`config.mk`:
```
export PLATFORM = sky130hd
export DESIGN_NAME = adcr_register_bank
export DESIGN_NICKNAME = d
export VERILOG_FILES = /design/src/verilog/adcr_pkg.sv /design/src/verilog/adcr_register_bank.sv
export SDC_FILE = /design/constraint.sdc
export NUM_CORES = 1
export LEC_CHECK = 0
export BUFFER_PORTS_ARGS = -buffer_cell sky130_fd_sc_hd__buf_2
export CAP_MARGIN = 20
export CORE_ASPECT_RATIO = 1.2
export CORE_MARGIN = 4
export CORE_UTILIZATION = 50
export DETAILED_ROUTE_END_ITERATION = 10
export PLACE_DENSITY = 0.81
export SETUP_SLACK_MARGIN = 0.05
export SYNTH_ARGS = -nofsm -noshare
export SYNTH_HDL_FRONTEND = slang
export SYNTH_SLANG_ARGS = --single-unit
```
`constraint.sdc`:
```
create_clock -name core_clk -period 4.3 [get_ports core_clk]
set_clock_uncertainty 0.1 [all_clocks]
set_input_delay 1.075 -clock core_clk [delete_from_list [all_inputs] [get_ports core_clk]]
set_output_delay 1.075 -clock core_clk [all_outputs]
set_load 0.05 [all_outputs]
```
`src/verilog/adcr_pkg.sv`:
```
// Constants and types shared by the converter register bank
package adcr_pkg;

  localparam int ADCR_NBYTES = 44;
  localparam int ADCR_WADDR_W = 4;

  // Byte offsets of the register map
  localparam logic [5:0] OFF_CTRL_A = 6'h00;
  localparam logic [5:0] OFF_REF = 6'h01;
  localparam logic [5:0] OFF_AVG = 6'h02;
  localparam logic [5:0] OFF_SAMP = 6'h03;
  localparam logic [5:0] OFF_CTRL_B = 6'h04;
  localparam logic [5:0] OFF_WIN = 6'h08;
  localparam logic [5:0] OFF_SOFTWARE_TRIGGER = 6'h0c;
  localparam logic [5:0] OFF_INPUT = 6'h10;
  localparam logic [5:0] OFF_EVENT_CONTROL = 6'h14;
  localparam logic [5:0] OFF_IEN_CLR = 6'h16;
  localparam logic [5:0] OFF_IEN_SET = 6'h17;
  localparam logic [5:0] OFF_IFLAGS = 6'h18;
  localparam logic [5:0] OFF_STATUS = 6'h19;
  localparam logic [5:0] OFF_RESULT = 6'h1a;
  localparam logic [5:0] OFF_WIN_LO = 6'h1c;
  localparam logic [5:0] OFF_WIN_HI = 6'h20;
  localparam logic [5:0] OFF_GAIN = 6'h24;
  localparam logic [5:0] OFF_OFFS = 6'h26;
  localparam logic [5:0] OFF_CALIBRATION = 6'h28;
  localparam logic [5:0] OFF_DEBUG = 6'h2a;

  // Field positions
  localparam int CA_SOFT_RESET = 0;
  localparam int CA_ENABLE = 1;
  localparam int CA_KEEP_RUNNING = 2;
  localparam int IRQ_RESULT_READY = 0;
  localparam int IRQ_OVERRUN = 1;
  localparam int IRQ_WINDOW_MATCH = 2;
  localparam int IRQ_CROSSING_DONE = 3;
  localparam int ST_CROSSING_PENDING = 7;

  localparam logic [7:0] ADCR_RESET_BYTE = 8'h00;

  // Converter clock is modelled as an enable every CONV_DIV bus cycles
  localparam int CONV_DIV = 4;
  localparam int SYNC_TICKS = 2;
  localparam logic [3:0] CONV_DIV_LAST = 4'(CONV_DIV - 1);
  localparam logic [1:0] SYNC_TICKS_LAST = 2'(SYNC_TICKS - 1);

  typedef logic [ADCR_NBYTES-1:0][7:0] adcr_bytes_t;

  // Events from the converter core
  typedef struct packed {
    logic resultValid;
    logic [15:0] result;
    logic overrun;
    logic windowMatch;
  } adcr_conv_ev_t;

  // Configuration seen by the converter core
  typedef struct packed {
    logic enable;
    logic keepRunningAsleep;
    logic [15:0] controlB;
    logic [2:0] windowMode;
    logic [31:0] inputSelect;
    logic [15:0] windowLower;
    logic [15:0] windowUpper;
    logic startPulse;
    logic flushPulse;
  } adcr_cfg_t;

  typedef struct packed {
    adcr_bytes_t mem;
    adcr_cfg_t cfg;
    logic pending;
    logic softResetPending;
    logic [3:0] divCnt;
    logic [1:0] tickCnt;
    logic [31:0] rdData;
    logic [2:0] guardSync;
    logic guard;
  } adcr_state_t;

endpackage

```
`src/verilog/adcr_register_bank.sv`:
```
// Register bank of the converter peripheral with converter-side crossing
// Operation
// - Registers of 8, 16 and 32 bits take whole-register accesses of any of those sizes at once.
// - Each byte lane or half of a word is written alone, leaving the other lanes untouched.
// - Write-protected registers ignore writes while the access guard is asserted; reads go on.
// - Enable-protected registers take writes only while the enable bit of control_a reads zero.
// - Synchronised registers pass the crossing into the converter domain before taking effect.
// - Bits 7 to 3 of control_a read as zero and software writes zeros there.
// - control_a resets to zero; bit 0 soft reset, bit 1 enable, bit 2 keep running asleep.
// - Interrupt enable clear, enable set and flags share one layout of four event bits.
// - Soft reset returns all registers but debug_control to reset and discards the rest.
// - A written enable reads back at once while crossing_pending stays set until it acts.
module adcr_register_bank (
  // Clock and reset
  input wire logic core_clk,
  input wire logic rstn,
  // Register port
  input wire logic [adcr_pkg::ADCR_WADDR_W-1:0] regAddr,
  input wire logic [31:0] regWdata,
  input wire logic [3:0] regBe,
  input wire logic regWr,
  input wire logic regRd,
  output logic [31:0] regRdata,
  // Access guard from the protection controller
  input wire logic accessGuard,
  // Converter core
  input wire adcr_pkg::adcr_conv_ev_t convEv,
  output adcr_pkg::adcr_cfg_t cfg,
  output adcr_pkg::adcr_bytes_t regImage,
  // Interrupt
  output logic irq
);
  import adcr_pkg::*;

  adcr_state_t s;
  adcr_state_t next_s;

  // Writable bits of each byte; reserved bytes and bits stay zero
  function automatic logic [7:0] byteMask(input logic [5:0] o);
    case (o)
      OFF_CTRL_A: byteMask = 8'h07;
      OFF_REF: byteMask = 8'h8f;
      OFF_AVG: byteMask = 8'h7f;
      OFF_SAMP: byteMask = 8'h3f;
      OFF_CTRL_B: byteMask = 8'h3f;
      OFF_CTRL_B + 6'h01: byteMask = 8'h07;
      OFF_WIN: byteMask = 8'h07;
      OFF_SOFTWARE_TRIGGER: byteMask = 8'h03;
      OFF_INPUT: byteMask = 8'h1f;
      OFF_INPUT + 6'h01: byteMask = 8'h1f;
      OFF_INPUT + 6'h02: byteMask = 8'hff;
      OFF_INPUT + 6'h03: byteMask = 8'h0f;
      OFF_EVENT_CONTROL: byteMask = 8'h33;
      OFF_WIN_LO, OFF_WIN_LO + 6'h01: byteMask = 8'hff;
      OFF_WIN_HI, OFF_WIN_HI + 6'h01: byteMask = 8'hff;
      OFF_GAIN, OFF_OFFS: byteMask = 8'hff;
      OFF_GAIN + 6'h01, OFF_OFFS + 6'h01: byteMask = 8'h0f;
      OFF_CALIBRATION: byteMask = 8'hff;
      OFF_CALIBRATION + 6'h01: byteMask = 8'h07;
      OFF_DEBUG: byteMask = 8'h01;
      default: byteMask = 8'h00;
    endcase
  endfunction

  // Interrupt, status and result bytes are outside the guard
  function automatic logic isWriteProt(input logic [5:0] o);
    isWriteProt = !(o >= OFF_IEN_CLR && o <= OFF_RESULT + 6'h01);
  endfunction

  function automatic logic isEnableProt(input logic [5:0] o);
    isEnableProt = (o == OFF_REF) || (o == OFF_AVG) || (o == OFF_SAMP)
      || (o == OFF_CTRL_B) || (o == OFF_CTRL_B + 6'h01);
  endfunction

  function automatic logic isWriteSync(input logic [5:0] o);
    isWriteSync = (o == OFF_CTRL_A) || (o == OFF_CTRL_B) || (o == OFF_CTRL_B + 6'h01)
      || (o == OFF_WIN) || (o == OFF_SOFTWARE_TRIGGER)
      || (o >= OFF_INPUT && o <= OFF_INPUT + 6'h03)
      || (o == OFF_WIN_LO) || (o == OFF_WIN_LO + 6'h01)
      || (o == OFF_WIN_HI) || (o == OFF_WIN_HI + 6'h01);
  endfunction

  function automatic logic [7:0] readByte(input adcr_state_t st, input logic [5:0] o);
    if (o >= 6'(ADCR_NBYTES)) begin
      readByte = 8'h00;
    end else if (o == OFF_IEN_CLR) begin
      readByte = st.mem[OFF_IEN_SET];
    end else if (o == OFF_STATUS) begin
      readByte = {st.pending, 7'h00};
    end else begin
      readByte = st.mem[o];
    end
  endfunction

  always_comb begin
    logic [5:0] o;
    logic [7:0] d;
    logic softResetHit;
    logic convTick;
    logic done;
    logic [7:0] setEv;
    o = 6'h00;
    d = 8'h00;
    next_s = s;
    next_s.cfg.startPulse = 1'b0;
    next_s.cfg.flushPulse = 1'b0;

    // Three-stage guard input; a change counts once stages two and three agree
    next_s.guardSync = {s.guardSync[1:0], accessGuard};
    if (s.guardSync[2] == s.guardSync[1]) begin
      next_s.guard = s.guardSync[2];
    end

    // Read data stands only in the cycle after the strobe
    next_s.rdData = 32'h0;
    if (regRd) begin
      for (int k = 0; k < 4; k++) begin
        next_s.rdData[8*k +: 8] = readByte(s, {regAddr, 2'(k)});
      end
    end

    // A soft reset write wins over every other byte of the same access
    softResetHit = regWr && regBe[0] && regAddr == OFF_CTRL_A[5:2]
      && regWdata[CA_SOFT_RESET] && !s.guard && !s.pending;

    if (softResetHit) begin
      next_s.pending = 1'b1;
      next_s.softResetPending = 1'b1;
      next_s.mem[OFF_CTRL_A][CA_SOFT_RESET] = 1'b1;
    end else if (regWr) begin
      for (int k = 0; k < 4; k++) begin
        o = {regAddr, 2'(k)};
        d = regWdata[8*k +: 8];
        if (regBe[k] && o < 6'(ADCR_NBYTES)) begin
          if (isWriteProt(o) && s.guard) begin
            // Discarded under the guard
          end else if (isEnableProt(o) && s.mem[OFF_CTRL_A][CA_ENABLE]) begin
            // Discarded while enabled
          end else if (isWriteSync(o) && s.pending) begin
            // Crossing busy: later write is dropped rather than stalling the port
          end else if (o == OFF_IEN_CLR) begin
            next_s.mem[OFF_IEN_SET] = next_s.mem[OFF_IEN_SET] & ~(d & 8'h0f);
          end else if (o == OFF_IEN_SET) begin
            next_s.mem[OFF_IEN_SET] = next_s.mem[OFF_IEN_SET] | (d & 8'h0f);
          end else if (o == OFF_IFLAGS) begin
            next_s.mem[OFF_IFLAGS] = s.mem[OFF_IFLAGS] & ~(d & 8'h0f);
          end else begin
            next_s.mem[o] = d & byteMask(o);
            if (isWriteSync(o)) begin
              next_s.pending = 1'b1;
            end
          end
        end
      end
    end

    // Converter clock enable and crossing completion
    convTick = s.divCnt == CONV_DIV_LAST;
    done = s.pending && convTick && s.tickCnt == SYNC_TICKS_LAST;
    if (s.pending) begin
      next_s.divCnt = convTick ? 4'h0 : s.divCnt + 4'h1;
      if (convTick) begin
        next_s.tickCnt = s.tickCnt + 2'h1;
      end
    end else begin
      next_s.divCnt = 4'h0;
      next_s.tickCnt = 2'h0;
    end

    // Hardware events; a set in the same cycle as a clear wins
    setEv = 8'h00;
    if (s.cfg.enable) begin
      setEv[IRQ_RESULT_READY] = convEv.resultValid;
      setEv[IRQ_OVERRUN] = convEv.overrun;
      setEv[IRQ_WINDOW_MATCH] = convEv.windowMatch;
      if (convEv.resultValid) begin
        next_s.mem[OFF_RESULT] = convEv.result[7:0];
        next_s.mem[OFF_RESULT + 6'h01] = convEv.result[15:8];
      end
    end

    if (done) begin
      next_s.pending = 1'b0;
      next_s.divCnt = 4'h0;
      next_s.tickCnt = 2'h0;
      if (s.softResetPending) begin
        for (int b = 0; b < ADCR_NBYTES; b++) begin
          if (6'(b) != OFF_DEBUG) begin
            next_s.mem[b] = ADCR_RESET_BYTE;
          end
        end
        next_s.softResetPending = 1'b0;
        next_s.cfg = '0;
        setEv = 8'h00;
      end else begin
        // Bus-side values take effect in the converter domain only now
        next_s.cfg.enable = s.mem[OFF_CTRL_A][CA_ENABLE];
        next_s.cfg.keepRunningAsleep = s.mem[OFF_CTRL_A][CA_KEEP_RUNNING];
        next_s.cfg.controlB = {s.mem[OFF_CTRL_B + 6'h01], s.mem[OFF_CTRL_B]};
        next_s.cfg.windowMode = s.mem[OFF_WIN][2:0];
        next_s.cfg.inputSelect = {s.mem[OFF_INPUT + 6'h03], s.mem[OFF_INPUT + 6'h02],
                                  s.mem[OFF_INPUT + 6'h01], s.mem[OFF_INPUT]};
        next_s.cfg.windowLower = {s.mem[OFF_WIN_LO + 6'h01], s.mem[OFF_WIN_LO]};
        next_s.cfg.windowUpper = {s.mem[OFF_WIN_HI + 6'h01], s.mem[OFF_WIN_HI]};
        next_s.cfg.startPulse = s.mem[OFF_SOFTWARE_TRIGGER][1];
        next_s.cfg.flushPulse = s.mem[OFF_SOFTWARE_TRIGGER][0];
        // Trigger bits are commands, so they drop once delivered
        next_s.mem[OFF_SOFTWARE_TRIGGER] = 8'h00;
        setEv[IRQ_CROSSING_DONE] = 1'b1;
      end
    end
    next_s.mem[OFF_IFLAGS] = next_s.mem[OFF_IFLAGS] | setEv;
    // The image must show what a read returns, so mirror the derived bytes
    next_s.mem[OFF_IEN_CLR] = next_s.mem[OFF_IEN_SET];
    next_s.mem[OFF_STATUS] = {next_s.pending, 7'h00};
  end

  always_ff @(posedge core_clk or negedge rstn) begin
    if (!rstn) begin
      s <= '0;
    end else begin
      s <= next_s;
    end
  end

  assign regRdata = s.rdData;
  assign cfg = s.cfg;
  assign regImage = s.mem;
  assign irq = |(s.mem[OFF_IFLAGS] & s.mem[OFF_IEN_SET]);

endmodule // adcr_register_bank

```
==> metrics.md <==
| Metric | Value |
|---|---|
| Status | complete, no violations |
| Max Freq | 316 MHz |
| Hpwl dp | 59.2 mm |
| Async S/R FF share, synth | 1.00 |
| Final setup viols | 0 |
| Post-synth top flop | dfrtp_1 |
| RSZ-0062 raised after global routing | false |
| Total gr overflow | 0 |
| Initial Util | 0.507 |
| Die width | 208 um |
| Worst hold stages | 0 |
| Row count | 87 |
| Fin. Hold Viols | 0 |
| Worst-path clk slew | 0.07 ns |
| Drt drc | 0 |
| Final Core Density | 0.541 |
| Post-CTS Resized | 0 |
| TritonCTS clock tree | yes |
| Max Slew Vio Count | 0 |
| Grt met3 use | 0.0740 |
| Placer Congestion | 0.949 |
| Final setup TNS | 0 ns |
| Top Ports | 536 |
| MaxCap Viol Count | 0 |
| DRT Pass-1 Iters | 8 |
| Mux cell area share after synthesis | 0.0900 |
| Required time of the critical path | 4.68 ns |
| CP Class | flop to flop |
| Final non-filler cell total | 2974 |
| Synth Warn # | 0 |
| Largest cells by area after synthesis | dfrtp_1, buf_4, mux4_2, mux2i_1, and3_1 |
| Nets | 2374 |
| CTS Buf Count | 47 |
| Overall Global Routing Usage | 0.302 |
| Area of the core | 0.0472 mm2 |
| Cell taking the most area after synthesis | dfrtp_1 |
| Worst-Skew Late Latency | 0.60 ns |
| Synthesized area | 0.0240 mm2 |
| R2R depth | 6 |
| I/O Buffers | 526 |
| CP arrival | 3.54 ns |
| Post-Synth Simple-Gate Area | 0.146 |
| Pleak | 13.8 nW |
| Startpoint types | flop |
| Final WL | 80.6 mm |
| Peak VDD IR | 0.360 mV |
| Final worst path period need | 3.16 ns |
| Post-synthesis cell count | 2265 |
| CP endpoint kind | flop |
| Pwr Total | 11.0 mW |
| Most frequent cell after synthesis | buf_4 |
| # clock sinks | 467 |
| Synth Area per Inst | 10.6 um2 |
| Gr busiest metal | met2 |
| Final period util | 0.736 |
| DIE AREA | 0.0515 mm2 |
| Slew at the pin closest to its max-slew limit | 1.06 ns |
| Antenna-violating nets left | 0 |
| Vert. Die Dim | 248 um |
| Slew Limit Headroom | 0.294 |
| Post-synth EDFFs | 0 |
| Yosys top cell area share | 0.488 |
| Vias/cell | 5.96 |
| Initial DRC Count | 1885 |
| Postcts setup bufs | 0 |
| Initial antenna violation count | 6 |
| Post-Synth XOR/XNOR Area | 0.00110 |
| Library cells used by synthesis | 81 |
| GR Layer Usage met2 | 0.487 |
| Top cells by count, synth | buf_4, dfrtp_1, nand2_1 |
| Global-route wire length before repair | 118 mm |
| Maximum number of pins on one net before global-route repair | 93 |
| PwrDens | 429 mW/mm2 |
| Post-synthesis sequential area ratio | 0.488 |
| Cts hold-fix bufs | 0 |
| Main combinational cell family by area after synthesis | buffers and inverters |
| Root buf cell | clkbuf_16 |
| Vias in the first global route | 17600 |
| DR WL/cell | 27.1 um |
| H-tree levels | 2 |
| Met1 Use GR | 0.392 |
| Synth Area in Compound Gates | 0.0982 |
| Max Fanout on Critical Path | 21 |
| Synth Register Bits | 467 |
| Hold crit path type | flop to flop |
| Post-placement cell count | 2881 |
| Vias | 17700 |
| Share of layout cells above drive strength 1 | 0.326 |
| Post-synthesis adder-cell area fraction | 0.00146 |
| Clk buf depth | 3 |
| Layout area overhead | 6.71% |
[registers in the layout, summed over array words and instances (netlist names), named ones only]
| signal | count |
|---|---|
| next_s | 2 |
| regImage | 336 |
| s | 9 |
| regRdata | 32 |
| cfg | 87 |
[critical path, cell delays in order (launching register included)]
cell and delay (ns):
dfrtp_1 0.88, and4bb_2 0.36, a21oi_2 0.34, buf_4 0.22, o311a_1 0.52, a21oi_1 0.35, and2_1 0.28
[path summary, 6_finish.rpt]
kind	start	endpoint	slack [ns]
max	regImage[207]	regImage[69]	1.14
min	next_s[3]	s[3]	0.26
max reg2reg	regImage[207]	regImage[69]	1.14
min reg2reg	next_s[3]	s[3]	0.26
max in group asynchronous	rstn	cfg[58]	2.58
min in group asynchronous	rstn	regImage[157]	0.42
[layout by cell type (no fill, tap or decap), types with 5 or more instances in the layout]
cell,instances
buf_2,523
dfrtp_1,467
nand2_1,182
and3_1,123
o21ai_0,116
nor2_1,97
mux2i_1,95
a21oi_1,85
nand3_1,85
and2_1,70
buf_4,61
mux4_2,52
clkbuf_16,48
nand2b_1,41
a22o_1,34
o211ai_1,34
inv_1,13
nor3_1,13
o21ai_1,12
clkbuf_8,12
a22oi_1,10
nand4_1,9
a2bb2oi_1,9
a211oi_1,8
bufinv_16,8
clkbuf_1,8
conb_1,7
a21boi_0,6
o221ai_1,6
a21oi_2,5
[metal layers]
| metal | vias to the layer above | share of wire |
|---|---|---|
| met5 | - | 0.00062 |
| met4 | 6 | 0.054 |
| met3 | 260 | 0.091 |
| met2 | 1095 | 0.48 |
| met1 | 8899 | 0.38 |
| li1 | 7467 | - |
[final cells by class]
class / instances / area [um2]
clock inverters: 20 / 335
inverters: 13 / 48.8
clock buffers: 68 / 1400
diodes: 4 / 10.0
fillers: 4031 / 21700
repair buffers: 591 / 3190
multi-input cells: 1188 / 8120
flip-flops and latches: 467 / 11700
well taps: 623 / 779
[metrics by stage]
step	hold WS (ns)	setup WS (ns)	cell area, um2
after floorplan	0.231	1.51	24000
after global placement	0.274	0.521	23800
after detailed placement	0.271	0.611	23800
after CTS	0.267	1.20	25600
after global routing	0.293	0.999	25600
final	0.261	1.14	25600
[report_power, final]
| group | internal, mW | leakage (nW) | switching [mW] | total, mW |
|---|---|---|---|---|
| Clock | 2.75 | 0.845 | 1.83 | 4.59 |
| Sequential | 4.56 | 6.28 | 0.244 | 4.80 |
| Combinational | 0.374 | 6.63 | 1.20 | 1.57 |
| Total | 7.68 | 13.8 | 3.28 | 11.0 |
[cell families (layout without fill, tap and decap cells)]
logic type,Yosys count,count (layout)
adders and majority gates,3,3
and+or+nand+nor,663,663
buffers and inverters,616,692
xor gates and xnor gates,3,3
DFF,467,467
other,1,11
muxes,150,150
AOI/OAI and AO/OA,362,362
(Power assumes the default switching activity.)
